==> config.mk <==
export PLATFORM = sky130hd
export DESIGN_NAME = tgd_glue
export DESIGN_NICKNAME = d
export VERILOG_FILES = /design/src/inc/tgd_pkg.sv /design/src/design/tgd_serial.sv /design/src/design/tgd_glue.sv
export SDC_FILE = /design/constraint.sdc
export NUM_CORES = 1
export LEC_CHECK = 0
export BUFFER_PORTS_ARGS = -buffer_cell sky130_fd_sc_hd__buf_4
export CAP_MARGIN = 30
export CELL_PAD_IN_SITES_DETAIL_PLACEMENT = 0
export CELL_PAD_IN_SITES_GLOBAL_PLACEMENT = 1
export CORE_MARGIN = 3
export CORE_UTILIZATION = 46
export CTS_CLUSTER_DIAMETER = 150
export DETAILED_ROUTE_END_ITERATION = 10
export GPL_ROUTABILITY_DRIVEN = 0
export GPL_TIMING_DRIVEN = 0
export PLACE_DENSITY_LB_ADDON = 0.1
export SLEW_MARGIN = 20
export SYNTH_ARGS = -nofsm -noshare
export SYNTH_HDL_FRONTEND = slang
export SYNTH_SLANG_ARGS = --single-unit
==> constraint.sdc <==
create_clock -name clock -period 4.1 [get_ports clock]
set_input_delay 0.205 -clock clock [delete_from_list [all_inputs] [get_ports clock]]
set_output_delay 0.205 -clock clock [all_outputs]
set_load 0.03 [all_outputs]
==> src/inc/tgd_pkg.sv <==
package tgd_pkg;
    // Memory map, selected by the upper address nibble.
    localparam logic [3:0] ROM_NIB = 4'h0;
    localparam logic [3:0] RAM_NIB = 4'h3;
    localparam logic [3:0] VTC_NIB = 4'h5;
    localparam logic [3:0] SER_NIB = 4'h9;
    localparam logic [15:0] VTC_OFFSET = 16'h2000;
    localparam logic [8:0] SER_SPAN_ZERO = 9'h000;
    localparam logic [2:0] SER_REG_DATA = 3'h0;
    localparam logic [2:0] SER_REG_STATUS = 3'h5;
    localparam int SER_STAT_RX_READY = 0;
    localparam int SER_STAT_TX_EMPTY = 5;
    // Input and output port numbers.
    localparam logic [7:0] PORT_CLR_IRQ = 8'h40;
    localparam logic [7:0] PORT_KEYBOARD = 8'h80;
    localparam logic [7:0] PORT_BAUD_SW = 8'h40;
    // Scan line that starts the blank lines of a character row.
    localparam logic [3:0] ROW_START_LINE = 4'h8;
    // Serial timing.
    localparam int CLOCK_HZ = 200_000_000;
    localparam int BAUD_RATE = 9600;
    localparam int BIT_CYCLES_DEFAULT = CLOCK_HZ / BAUD_RATE;
    localparam int SER_DATA_BITS = 8;
    localparam int SER_FRAME_BITS = SER_DATA_BITS + 2;
    typedef enum logic [1:0] {TX_IDLE = 2'b01, TX_BUSY = 2'b10} tgd_tx_state_t;
    typedef enum logic [1:0] {RX_IDLE = 2'b01, RX_RUN = 2'b10} tgd_rx_state_t;
endpackage : tgd_pkg

==> src/design/tgd_serial.sv <==
`timescale 1ns/10ps
module tgd_serial import tgd_pkg::*; #(
    parameter int BIT_CYCLES = BIT_CYCLES_DEFAULT
) (
    // Clock, reset and enable.
    input wire logic clock,
    input wire logic rst_n,
    input wire logic clkEn,
    // Register side.
    input wire logic txWrite,
    input wire logic [7:0] txByte,
    input wire logic rxRead,
    output logic [7:0] rxByte,
    output logic rxReady,
    output logic txIdle,
    // Line side.
    input wire logic serialRxIn,
    output logic serialTxOut
);
    localparam int CNT_W = $clog2(BIT_CYCLES + 1);
    localparam logic [CNT_W-1:0] FULL_BIT = CNT_W'(BIT_CYCLES - 1);
    localparam logic [CNT_W-1:0] HALF_BIT = CNT_W'(BIT_CYCLES / 2);
    localparam logic [3:0] LAST_BIT = 4'(SER_FRAME_BITS - 1);

    tgd_tx_state_t txState_reg;
    tgd_rx_state_t rxState_reg;
    logic [SER_FRAME_BITS-1:0] txShift_reg;
    logic [CNT_W-1:0] txCnt_reg, rxCnt_reg;
    logic [3:0] txBit_reg, rxBit_reg;
    logic [7:0] rxShift_reg;
    logic rxDone;

    assign txIdle = (txState_reg == TX_IDLE);
    assign rxDone = (rxState_reg == RX_RUN) && (rxCnt_reg == '0) && (rxBit_reg == LAST_BIT)
        && serialRxIn;

    ////////////////////////////////////////////////////////////////////////////////
    // RULE_08 framed transmit shift.
    always_ff @(posedge clock or negedge rst_n) begin
        if (!rst_n) begin
            txState_reg <= TX_IDLE;
            txShift_reg <= '1;
            txCnt_reg <= '0;
            txBit_reg <= '0;
            serialTxOut <= 1'b1;
        end else if (clkEn) begin
            unique case (txState_reg)
                TX_IDLE: begin
                    // A write while a frame is in flight is dropped; status shows busy.
                    if (txWrite) begin
                        txShift_reg <= {1'b1, txByte, 1'b0};
                        serialTxOut <= 1'b0;
                        txCnt_reg <= FULL_BIT;
                        txBit_reg <= '0;
                        txState_reg <= TX_BUSY;
                    end
                end
                TX_BUSY: begin
                    if (txCnt_reg != '0) begin
                        txCnt_reg <= txCnt_reg - 1'b1;
                    end else if (txBit_reg == LAST_BIT) begin
                        serialTxOut <= 1'b1;
                        txState_reg <= TX_IDLE;
                    end else begin
                        txShift_reg <= {1'b1, txShift_reg[SER_FRAME_BITS-1:1]};
                        serialTxOut <= txShift_reg[1];
                        txCnt_reg <= FULL_BIT;
                        txBit_reg <= txBit_reg + 1'b1;
                    end
                end
            endcase
        end
    end

    ////////////////////////////////////////////////////////////////////////////////
    // Receiver samples mid-bit; a false start bit returns to idle.
    always_ff @(posedge clock or negedge rst_n) begin
        if (!rst_n) begin
            rxState_reg <= RX_IDLE;
            rxCnt_reg <= '0;
            rxBit_reg <= '0;
            rxShift_reg <= '0;
        end else if (clkEn) begin
            unique case (rxState_reg)
                RX_IDLE: begin
                    if (!serialRxIn) begin
                        rxCnt_reg <= HALF_BIT;
                        rxBit_reg <= '0;
                        rxState_reg <= RX_RUN;
                    end
                end
                RX_RUN: begin
                    if (rxCnt_reg != '0) begin
                        rxCnt_reg <= rxCnt_reg - 1'b1;
                    end else if ((rxBit_reg == '0 && serialRxIn) || rxBit_reg == LAST_BIT) begin
                        rxState_reg <= RX_IDLE;
                    end else begin
                        if (rxBit_reg != '0) begin
                            rxShift_reg <= {serialRxIn, rxShift_reg[7:1]};
                        end
                        rxCnt_reg <= FULL_BIT;
                        rxBit_reg <= rxBit_reg + 1'b1;
                    end
                end
            endcase
        end
    end

    ////////////////////////////////////////////////////////////////////////////////
    // RULE_09 holding register fill.
    // RULE_10 read clears request.
    always_ff @(posedge clock or negedge rst_n) begin
        if (!rst_n) begin
            rxByte <= '0;
            rxReady <= 1'b0;
        end else if (clkEn) begin
            if (rxDone) begin
                rxByte <= rxShift_reg;
                rxReady <= 1'b1;
            end else if (rxRead) begin
                rxReady <= 1'b0;
            end
        end
    end

    a_rx_clear: assert property (@(posedge clock) disable iff (!rst_n) // RULE_10
        (clkEn && rxRead && !rxDone) |=> !rxReady)
        else $error("receive request not cleared by read");
    a_rx_fill: assert property (@(posedge clock) disable iff (!rst_n) // RULE_09
        (clkEn && rxDone) |=> rxReady && rxByte == $past(rxShift_reg))
        else $error("received byte not latched");
    a_tx_start: assert property (@(posedge clock) disable iff (!rst_n) // RULE_08
        (clkEn && txWrite && txIdle) |=> !serialTxOut && !txIdle)
        else $error("start bit missing");
    c_rx_byte: cover property (@(posedge clock) disable iff (!rst_n) clkEn && rxDone);
endmodule : tgd_serial

==> src/design/tgd_glue.sv <==
`timescale 1ns/10ps
// Functional notes
// RULE_01 - Upper address nibble selects ROM, RAM, controller, serial.
// RULE_02 - Controller address equals RAM address plus 20H; the code adds VTC_OFFSET, 2000H.
// RULE_03 - Port 40 write clears row and vertical.
// RULE_04 - Port 80 read returns keyboard byte.
// RULE_05 - Port 40 read returns baud switch code.
// RULE_06 - Vertical interrupt at start of vertical blanking.
// RULE_07 - Keyboard strobe raises keyboard interrupt.
// RULE_08 - Serial transmits written byte with framing.
// RULE_09 - Full receive holding register raises interrupt.
// RULE_10 - Reading receive holding register drops interrupt.
// RULE_11 - Row start interrupt when scan line reaches 8.
// RULE_12 - Controller address released during blank lines.
// RULE_13 - Latches hold until cleared; reset clears all.
// RULE_14 - Unmapped addresses select and drive nothing.
module tgd_glue import tgd_pkg::*; #(
    parameter int BIT_CYCLES = BIT_CYCLES_DEFAULT
) (
    // Clock, reset and enable.
    input wire logic clock,
    input wire logic rst_n,
    input wire logic clkEn,
    // Processor bus, one-cycle request strobes.
    input wire logic [15:0] cpuAddr,
    input wire logic cpuMemRd,
    input wire logic cpuMemWr,
    input wire logic cpuIoRd,
    input wire logic cpuIoWr,
    input wire logic [7:0] cpuWrData,
    output logic [7:0] rdData,
    output logic rdDataOe,
    // Chip and port selects.
    output logic romSel,
    output logic ramSel,
    output logic vtcSel,
    output logic serSel,
    output logic keySel,
    output logic baudSel,
    // Keyboard and switches.
    input wire logic [7:0] keyData,
    input wire logic keyStrobe,
    input wire logic [7:0] baudSwitch,
    // Video timing controller status and address output enable.
    input wire logic [3:0] scanLine,
    input wire logic lineBlank,
    input wire logic vertBlank,
    output logic vtcAddrOe,
    // Interrupt requests.
    output logic rowStartIrq,
    output logic vertIrq,
    output logic keyIrq,
    output logic serialIrq,
    // Serial line.
    input wire logic serialRxIn,
    output logic serialTxOut
);
    logic memCycle, romHit, ramHit, vtcHit, serHit, anyHit;
    logic [15:0] vtcAsRam;
    logic clrPort, keyPort, baudPort;
    logic serData, serStatus;
    logic [7:0] serRxByte, serStatusByte;
    logic serTxIdle;
    logic keyPrev_reg, vertPrev_reg;
    logic [3:0] scanPrev_reg;
    logic rowSetEvt, vertSetEvt, keySetEvt;

    ////////////////////////////////////////////////////////////////////////////////
    assign memCycle = cpuMemRd || cpuMemWr;
    // RULE_01 nibble decode.
    assign romHit = cpuAddr[15:12] == ROM_NIB;
    assign ramHit = cpuAddr[15:12] == RAM_NIB;
    // RULE_02 shared row address.
    assign vtcAsRam = cpuAddr - VTC_OFFSET;
    assign vtcHit = vtcAsRam[15:12] == RAM_NIB;
    // Only eight serial registers are mapped; the rest of the page selects nothing.
    assign serHit = cpuAddr[15:12] == SER_NIB && cpuAddr[11:3] == SER_SPAN_ZERO;
    assign anyHit = romHit || ramHit || vtcHit || serHit;
    assign serData = serHit && cpuAddr[2:0] == SER_REG_DATA;
    assign serStatus = serHit && cpuAddr[2:0] == SER_REG_STATUS;
    assign clrPort = cpuIoWr && cpuAddr[7:0] == PORT_CLR_IRQ;
    assign keyPort = cpuIoRd && cpuAddr[7:0] == PORT_KEYBOARD;
    assign baudPort = cpuIoRd && cpuAddr[7:0] == PORT_BAUD_SW;

    always_comb begin
        serStatusByte = '0;
        serStatusByte[SER_STAT_RX_READY] = serialIrq;
        serStatusByte[SER_STAT_TX_EMPTY] = serTxIdle;
    end

    ////////////////////////////////////////////////////////////////////////////////
    // RULE_14 no select when unmapped.
    always_ff @(posedge clock or negedge rst_n) begin
        if (!rst_n) begin
            romSel <= 1'b0;
            ramSel <= 1'b0;
            vtcSel <= 1'b0;
            serSel <= 1'b0;
            keySel <= 1'b0;
            baudSel <= 1'b0;
        end else if (clkEn) begin
            romSel <= memCycle && romHit;
            ramSel <= memCycle && ramHit;
            vtcSel <= memCycle && vtcHit;
            serSel <= memCycle && serHit;
            keySel <= keyPort;
            baudSel <= baudPort;
        end
    end

    ////////////////////////////////////////////////////////////////////////////////
    // RULE_04 keyboard port read.
    // RULE_05 baud switch read.
    always_ff @(posedge clock or negedge rst_n) begin
        if (!rst_n) begin
            rdData <= '0;
            rdDataOe <= 1'b0;
        end else if (clkEn) begin
            rdDataOe <= keyPort || baudPort || (cpuMemRd && (serData || serStatus));
            if (keyPort) begin
                rdData <= keyData;
            end else if (baudPort) begin
                rdData <= baudSwitch;
            end else if (cpuMemRd && serData) begin
                rdData <= serRxByte;
            end else if (cpuMemRd && serStatus) begin
                rdData <= serStatusByte;
            end else begin
                rdData <= '0;
            end
        end
    end

    ////////////////////////////////////////////////////////////////////////////////
    always_ff @(posedge clock or negedge rst_n) begin
        if (!rst_n) begin
            keyPrev_reg <= 1'b0;
            vertPrev_reg <= 1'b0;
            scanPrev_reg <= '0;
        end else if (clkEn) begin
            keyPrev_reg <= keyStrobe;
            vertPrev_reg <= vertBlank;
            scanPrev_reg <= scanLine;
        end
    end

    // RULE_11 advance to line eight.
    assign rowSetEvt = scanLine == ROW_START_LINE && scanPrev_reg != ROW_START_LINE;
    // RULE_06 blanking rising edge.
    assign vertSetEvt = vertBlank && !vertPrev_reg;
    // RULE_07 strobe rising edge.
    assign keySetEvt = keyStrobe && !keyPrev_reg;

    // RULE_13 sticky latches, set wins.
    // RULE_03 port clear both.
    always_ff @(posedge clock or negedge rst_n) begin
        if (!rst_n) begin
            rowStartIrq <= 1'b0;
            vertIrq <= 1'b0;
            keyIrq <= 1'b0;
        end else if (clkEn) begin
            rowStartIrq <= rowSetEvt || (rowStartIrq && !clrPort);
            vertIrq <= vertSetEvt || (vertIrq && !clrPort);
            // The keyboard request is withdrawn by reading the keyboard port.
            keyIrq <= keySetEvt || (keyIrq && !keyPort);
        end
    end

    ////////////////////////////////////////////////////////////////////////////////
    // RULE_12 release address outputs.
    always_ff @(posedge clock or negedge rst_n) begin
        if (!rst_n) begin
            vtcAddrOe <= 1'b0;
        end else if (clkEn) begin
            vtcAddrOe <= !(lineBlank || vertBlank);
        end
    end

    tgd_serial #(.BIT_CYCLES(BIT_CYCLES)) serialElement (
        .clock(clock),
        .rst_n(rst_n),
        .clkEn(clkEn),
        .txWrite(cpuMemWr && serData),
        .txByte(cpuWrData),
        .rxRead(cpuMemRd && serData),
        .rxByte(serRxByte),
        .rxReady(serialIrq),
        .txIdle(serTxIdle),
        .serialRxIn(serialRxIn),
        .serialTxOut(serialTxOut)
    );

    ////////////////////////////////////////////////////////////////////////////////
    a_rom_select: assert property (@(posedge clock) disable iff (!rst_n) // RULE_01
        (clkEn && memCycle && cpuAddr[15:12] == ROM_NIB) |=> romSel && !ramSel && !serSel)
        else $error("ROM not selected");
    a_vtc_select: assert property (@(posedge clock) disable iff (!rst_n) // RULE_02
        (clkEn && memCycle) |=> vtcSel == ($past(cpuAddr[15:12]) == VTC_NIB))
        else $error("controller select wrong");
    a_unmapped_idle: assert property (@(posedge clock) disable iff (!rst_n) // RULE_14
        (clkEn && memCycle && !anyHit && !cpuIoRd) |=> !(romSel || ramSel || vtcSel || serSel)
        && !rdDataOe)
        else $error("unmapped address selected a device");
    a_clear_latches: assert property (@(posedge clock) disable iff (!rst_n) // RULE_03
        (clkEn && clrPort && !rowSetEvt && !vertSetEvt) |=> !rowStartIrq && !vertIrq)
        else $error("port write did not clear latches");
    a_keyboard_read: assert property (@(posedge clock) disable iff (!rst_n) // RULE_04
        (clkEn && keyPort) |=> rdDataOe && keySel && rdData == $past(keyData))
        else $error("keyboard byte not returned");
    a_baud_read: assert property (@(posedge clock) disable iff (!rst_n) // RULE_05
        (clkEn && baudPort) |=> rdDataOe && rdData == $past(baudSwitch))
        else $error("baud switch not returned");
    a_vert_raise: assert property (@(posedge clock) disable iff (!rst_n) // RULE_06
        (clkEn && vertBlank && !vertPrev_reg) |=> vertIrq)
        else $error("vertical request missing");
    a_row_raise: assert property (@(posedge clock) disable iff (!rst_n) // RULE_11
        (clkEn && scanLine == ROW_START_LINE && scanPrev_reg != ROW_START_LINE) |=> rowStartIrq)
        else $error("row start request missing");
    a_key_raise: assert property (@(posedge clock) disable iff (!rst_n) // RULE_07
        (clkEn && keyStrobe && !keyPrev_reg) |=> keyIrq)
        else $error("keyboard request missing");
    a_latch_hold: assert property (@(posedge clock) disable iff (!rst_n) // RULE_13
        (vertIrq && !(clkEn && clrPort)) |=> vertIrq)
        else $error("vertical request lost");
    a_addr_release: assert property (@(posedge clock) disable iff (!rst_n) // RULE_12
        (clkEn && (lineBlank || vertBlank)) |=> !vtcAddrOe)
        else $error("address outputs not released");
    c_row_clear: cover property (@(posedge clock) disable iff (!rst_n) rowStartIrq ##1 !rowStartIrq);
    c_key_read: cover property (@(posedge clock) disable iff (!rst_n) keyIrq ##[1:20] keySel);
    c_serial_read: cover property (@(posedge clock) disable iff (!rst_n) serialIrq ##1 !serialIrq);
endmodule : tgd_glue

==> out/qor.yml <==
p_seq_share_pct: 52.1
yosysTopAreaCellShare_pct: 43.0
outcome: "complete, no violations"
finalNonFillerCells: 746
tightestPinTransition_ns: 0.827
post_drt_via_cell_ratio: 5.59
detailedPlacementHpwl_um: 8100
fmaxAchievable_ghz: 0.412
slew_viol_final: 0
core_region_area_um2: 9910
grt_first_pass_wirelength_um: 19200
syn_area_per_cell_um2: 9.15
boundaryPins: 76
die_y_um: 108
multi_input_area_um2: 2260
postCtsResizedCells: 0
p_comb_share_pct: 18.8
power.total_w: 0.00223
numPortBuffers: 74
clk_transition_reported_paths_ns: 0.10
cts-root-buf: "sky130_fd_sc_hd__clkbuf_8"
postSynth.topFlopCell: "sky130_fd_sc_hd__dfrtp_1"
floorplan.die_area_um2: 11600
clock_power_share_pct: 29.2
timing.reg2reg.worst_path_depth: 7
worst_skew_pair.late_latency_ns: 0.37
crit_fanout: 10
area_growth_syn_to_layout_pct: 20.0
ctsHtreeMaxLevel: 3
cts_sinks: 93
grt_start_max_net_pins: 94
floorplan.die.width_um: 108
start_util_pct: 48.1
synth-seq-cells: 93
critPathRequiredTime_ns: 4.38
sequential_cell_area_um2: 2340
cts_made_buffers: 9
hold_class: "in -> reg"
cp_cell_sequence: "or3_1 > clkbuf_1 > nand4b_1 > a21oi_1 > buf_2 > nand2_1 > o31ai_1"
timing_hold_violations_final: 0
grt_overflow_total: 0
layout_worst_path_cycle_share_pct: 59.1
placed_cells: 728
detail_route.iter0.violations: 202
rsz_0062_raised_after_global_routing: "false"
synth_cell_types: 55
cell_rows: 36
routed_wire_length_per_instance_um: 15.1
drv.max_cap_violation_count: 0
final_layout_size_suffix_gt1_share_pct: 21.2
power.ir.vdd_worst_uv: 192
tritoncts: "yes"
max-clock-path-buffers: 2
vias_in_the_first_global_route: 4060
number_of_synthesized_flops_with_an_enable_pin: 0
finalWirelength_um: 11300
slowest_delay_ns: 0.41
crit_path_top_delay_cell: "sky130_fd_sc_hd__dfrtp_1"
synthesis.instances: 521
internal_power_w: 0.00154
critical_path.endpoint_type: "flip-flop"
power_switching_share_pct: 30.9
grt_usage_pct: 20.5
setup_tns_ns: 0
antenna_violations_before_repair: 0
power.density_cell_area_nw_per_um2: 389
drtAntennaViolNets: 0
min_cycle_time_layout_ns: 2.42
post-route-drc-count: 0
final.fill_count: 898
post_synth_instance_area_um2: 4770
crit_arrival_ns: 2.70
synthArstFlopShare_pct: 100
start_kind: "flip-flop"
cellLeakagePower_nw: 2.54
clock-skew-final_ns: 0.00715
setup-violations-final: 0
net-switching-power_w: 0.000689
post_cts_buffers: 0
utilization_pct: 57.7
post-synth-top-area-cell: "sky130_fd_sc_hd__dfrtp_1"
hold-path-cell-count: 2
synth_top_cells_by_count: "sky130_fd_sc_hd__dfrtp_1 (82), sky130_fd_sc_hd__nand2_1 (66), sky130_fd_sc_hd__o21ai_0 (56), sky130_fd_sc_hd__nor2_1 (47), sky130_fd_sc_hd__a21oi_1 (43)"
drt_pre_antenna_iters: 4
slew_margin_rel_pct: 44.9
ys_warn_count: 0
diodes: 0
synth.top_cells.by_area: "sky130_fd_sc_hd__dfrtp_1 (43%), sky130_fd_sc_hd__dfstp_2 (6.1%), sky130_fd_sc_hd__o21ai_0 (5.9%)"
final_nets: 672
vias: 4168
postSynthNetCount: 585
critical_path_start_end_classification: "reg -> reg"
seq_area_frac_synth_pct: 49.1
post-synth-top-count-cell: "sky130_fd_sc_hd__dfrtp_1"
## power by group through the flow
stage | clock (W) | sequential, W | combinational [W]
2_1_floorplan | 0 | 0.00117 | 0.000258
6_report | 0.000649 | 0.00116 | 0.000418
3_5_place_dp | 0 | 0.00117 | 0.000418
4_1_cts | 0.000670 | 0.00116 | 0.000421
5_1_grt | 0.000706 | 0.00118 | 0.000479
3_3_place_gp | 0 | 0.00117 | 0.000409
## layout by cell type, fill, tap and decap left out, types with 4 or more instances in the layout
cell type                  instances
sky130_fd_sc_hd__nor3_1           13
sky130_fd_sc_hd__a31oi_1          13
sky130_fd_sc_hd__nor2b_1           7
sky130_fd_sc_hd__nand2_1          66
sky130_fd_sc_hd__clkbuf_8         10
sky130_fd_sc_hd__nor2_1           47
sky130_fd_sc_hd__nand4_1           8
sky130_fd_sc_hd__a21oi_1          43
sky130_fd_sc_hd__nor3b_1           4
sky130_fd_sc_hd__nand2b_1          7
sky130_fd_sc_hd__or3_1             4
sky130_fd_sc_hd__dfrtp_1          82
sky130_fd_sc_hd__and3_1            4
sky130_fd_sc_hd__a22o_1            4
sky130_fd_sc_hd__buf_2             4
sky130_fd_sc_hd__clkbuf_1         18
sky130_fd_sc_hd__inv_1            17
sky130_fd_sc_hd__o31ai_1           7
sky130_fd_sc_hd__o22ai_1           7
sky130_fd_sc_hd__ha_1              9
sky130_fd_sc_hd__dfstp_2          11
sky130_fd_sc_hd__buf_4            73
sky130_fd_sc_hd__o21ai_0          56
sky130_fd_sc_hd__nor4_1            8
sky130_fd_sc_hd__nand3_1          16
sky130_fd_sc_hd__mux2_2           20
## final cells by class
type                       instances  share of cell area (%)
sequential                        93                    40.9
multi-input combinational        388                    39.6
timing repair buffer              76                    10.1
tap                              133                    2.91
clock buffer                      11                    2.47
buffer                            22                    1.66
clock inverter                     5                    1.18
inverter                          18                    1.18
## worst max-delay path: cells and delay by family (launching register included)
kind,cells,cell delay [ns]
and+or+nand+nor,3,0.89
AOI/OAI and AO/OA,2,0.57
buffers and inverters,2,0.45
DFF,1,0.41
## path summary, 6_finish.rpt
check | startpoint | to | slack (ns)
setup reg to reg | serialElement.txCnt_reg[8] | serialElement.txBit_reg[1] | 1.68
max in group asynchronous | rst_n | serialElement.txCnt_reg[11] | 3.07
setup / recovery | serialElement.txCnt_reg[8] | serialElement.txBit_reg[1] | 1.68
min in group asynchronous | rst_n | rowStartIrq | 0.45
hold reg to reg | serialElement.txShift_reg[8] | serialElement.txShift_reg[7] | 0.49
hold / removal | vertBlank | vtcAddrOe | 0.03
## per-layer routing
layer	share of wire, %	track usage [%]
met2	44	32.0
met1	49	29.2
met3	5.6	2.70
met5	0	0
met4	1.5	7.39
## metrics by stage
stage	worst slack, ns	hold slack [ns]	cell area, um^2
after global routing	1.39	0.0179	5720
after global placement	1.70	0.394	5490
after detailed placement	1.66	0.348	5490
after CTS	1.67	0.0105	5720
final	1.68	0.0276	5720
after floorplan	1.89	-0.0906	4770
## what timing repair did
action,CTS,global route
hold buffers,2,0
endpoints found under the setup margin,0,0
hold endpoints to repair,83,0
## cells by family after synthesis
kind of cell	count (synthesis)	share of synthesized area, %
AOI/OAI and AO/OA	155	19.3
adders and majority gates	9	2.36
muxes	20	4.72
xor gates and xnor gates	1	0.184
DFF	93	49.1
buffers and inverters	40	3.41
and+or+nand+nor	203	20.9
Note: power is estimated with default switching activity, not from simulation.
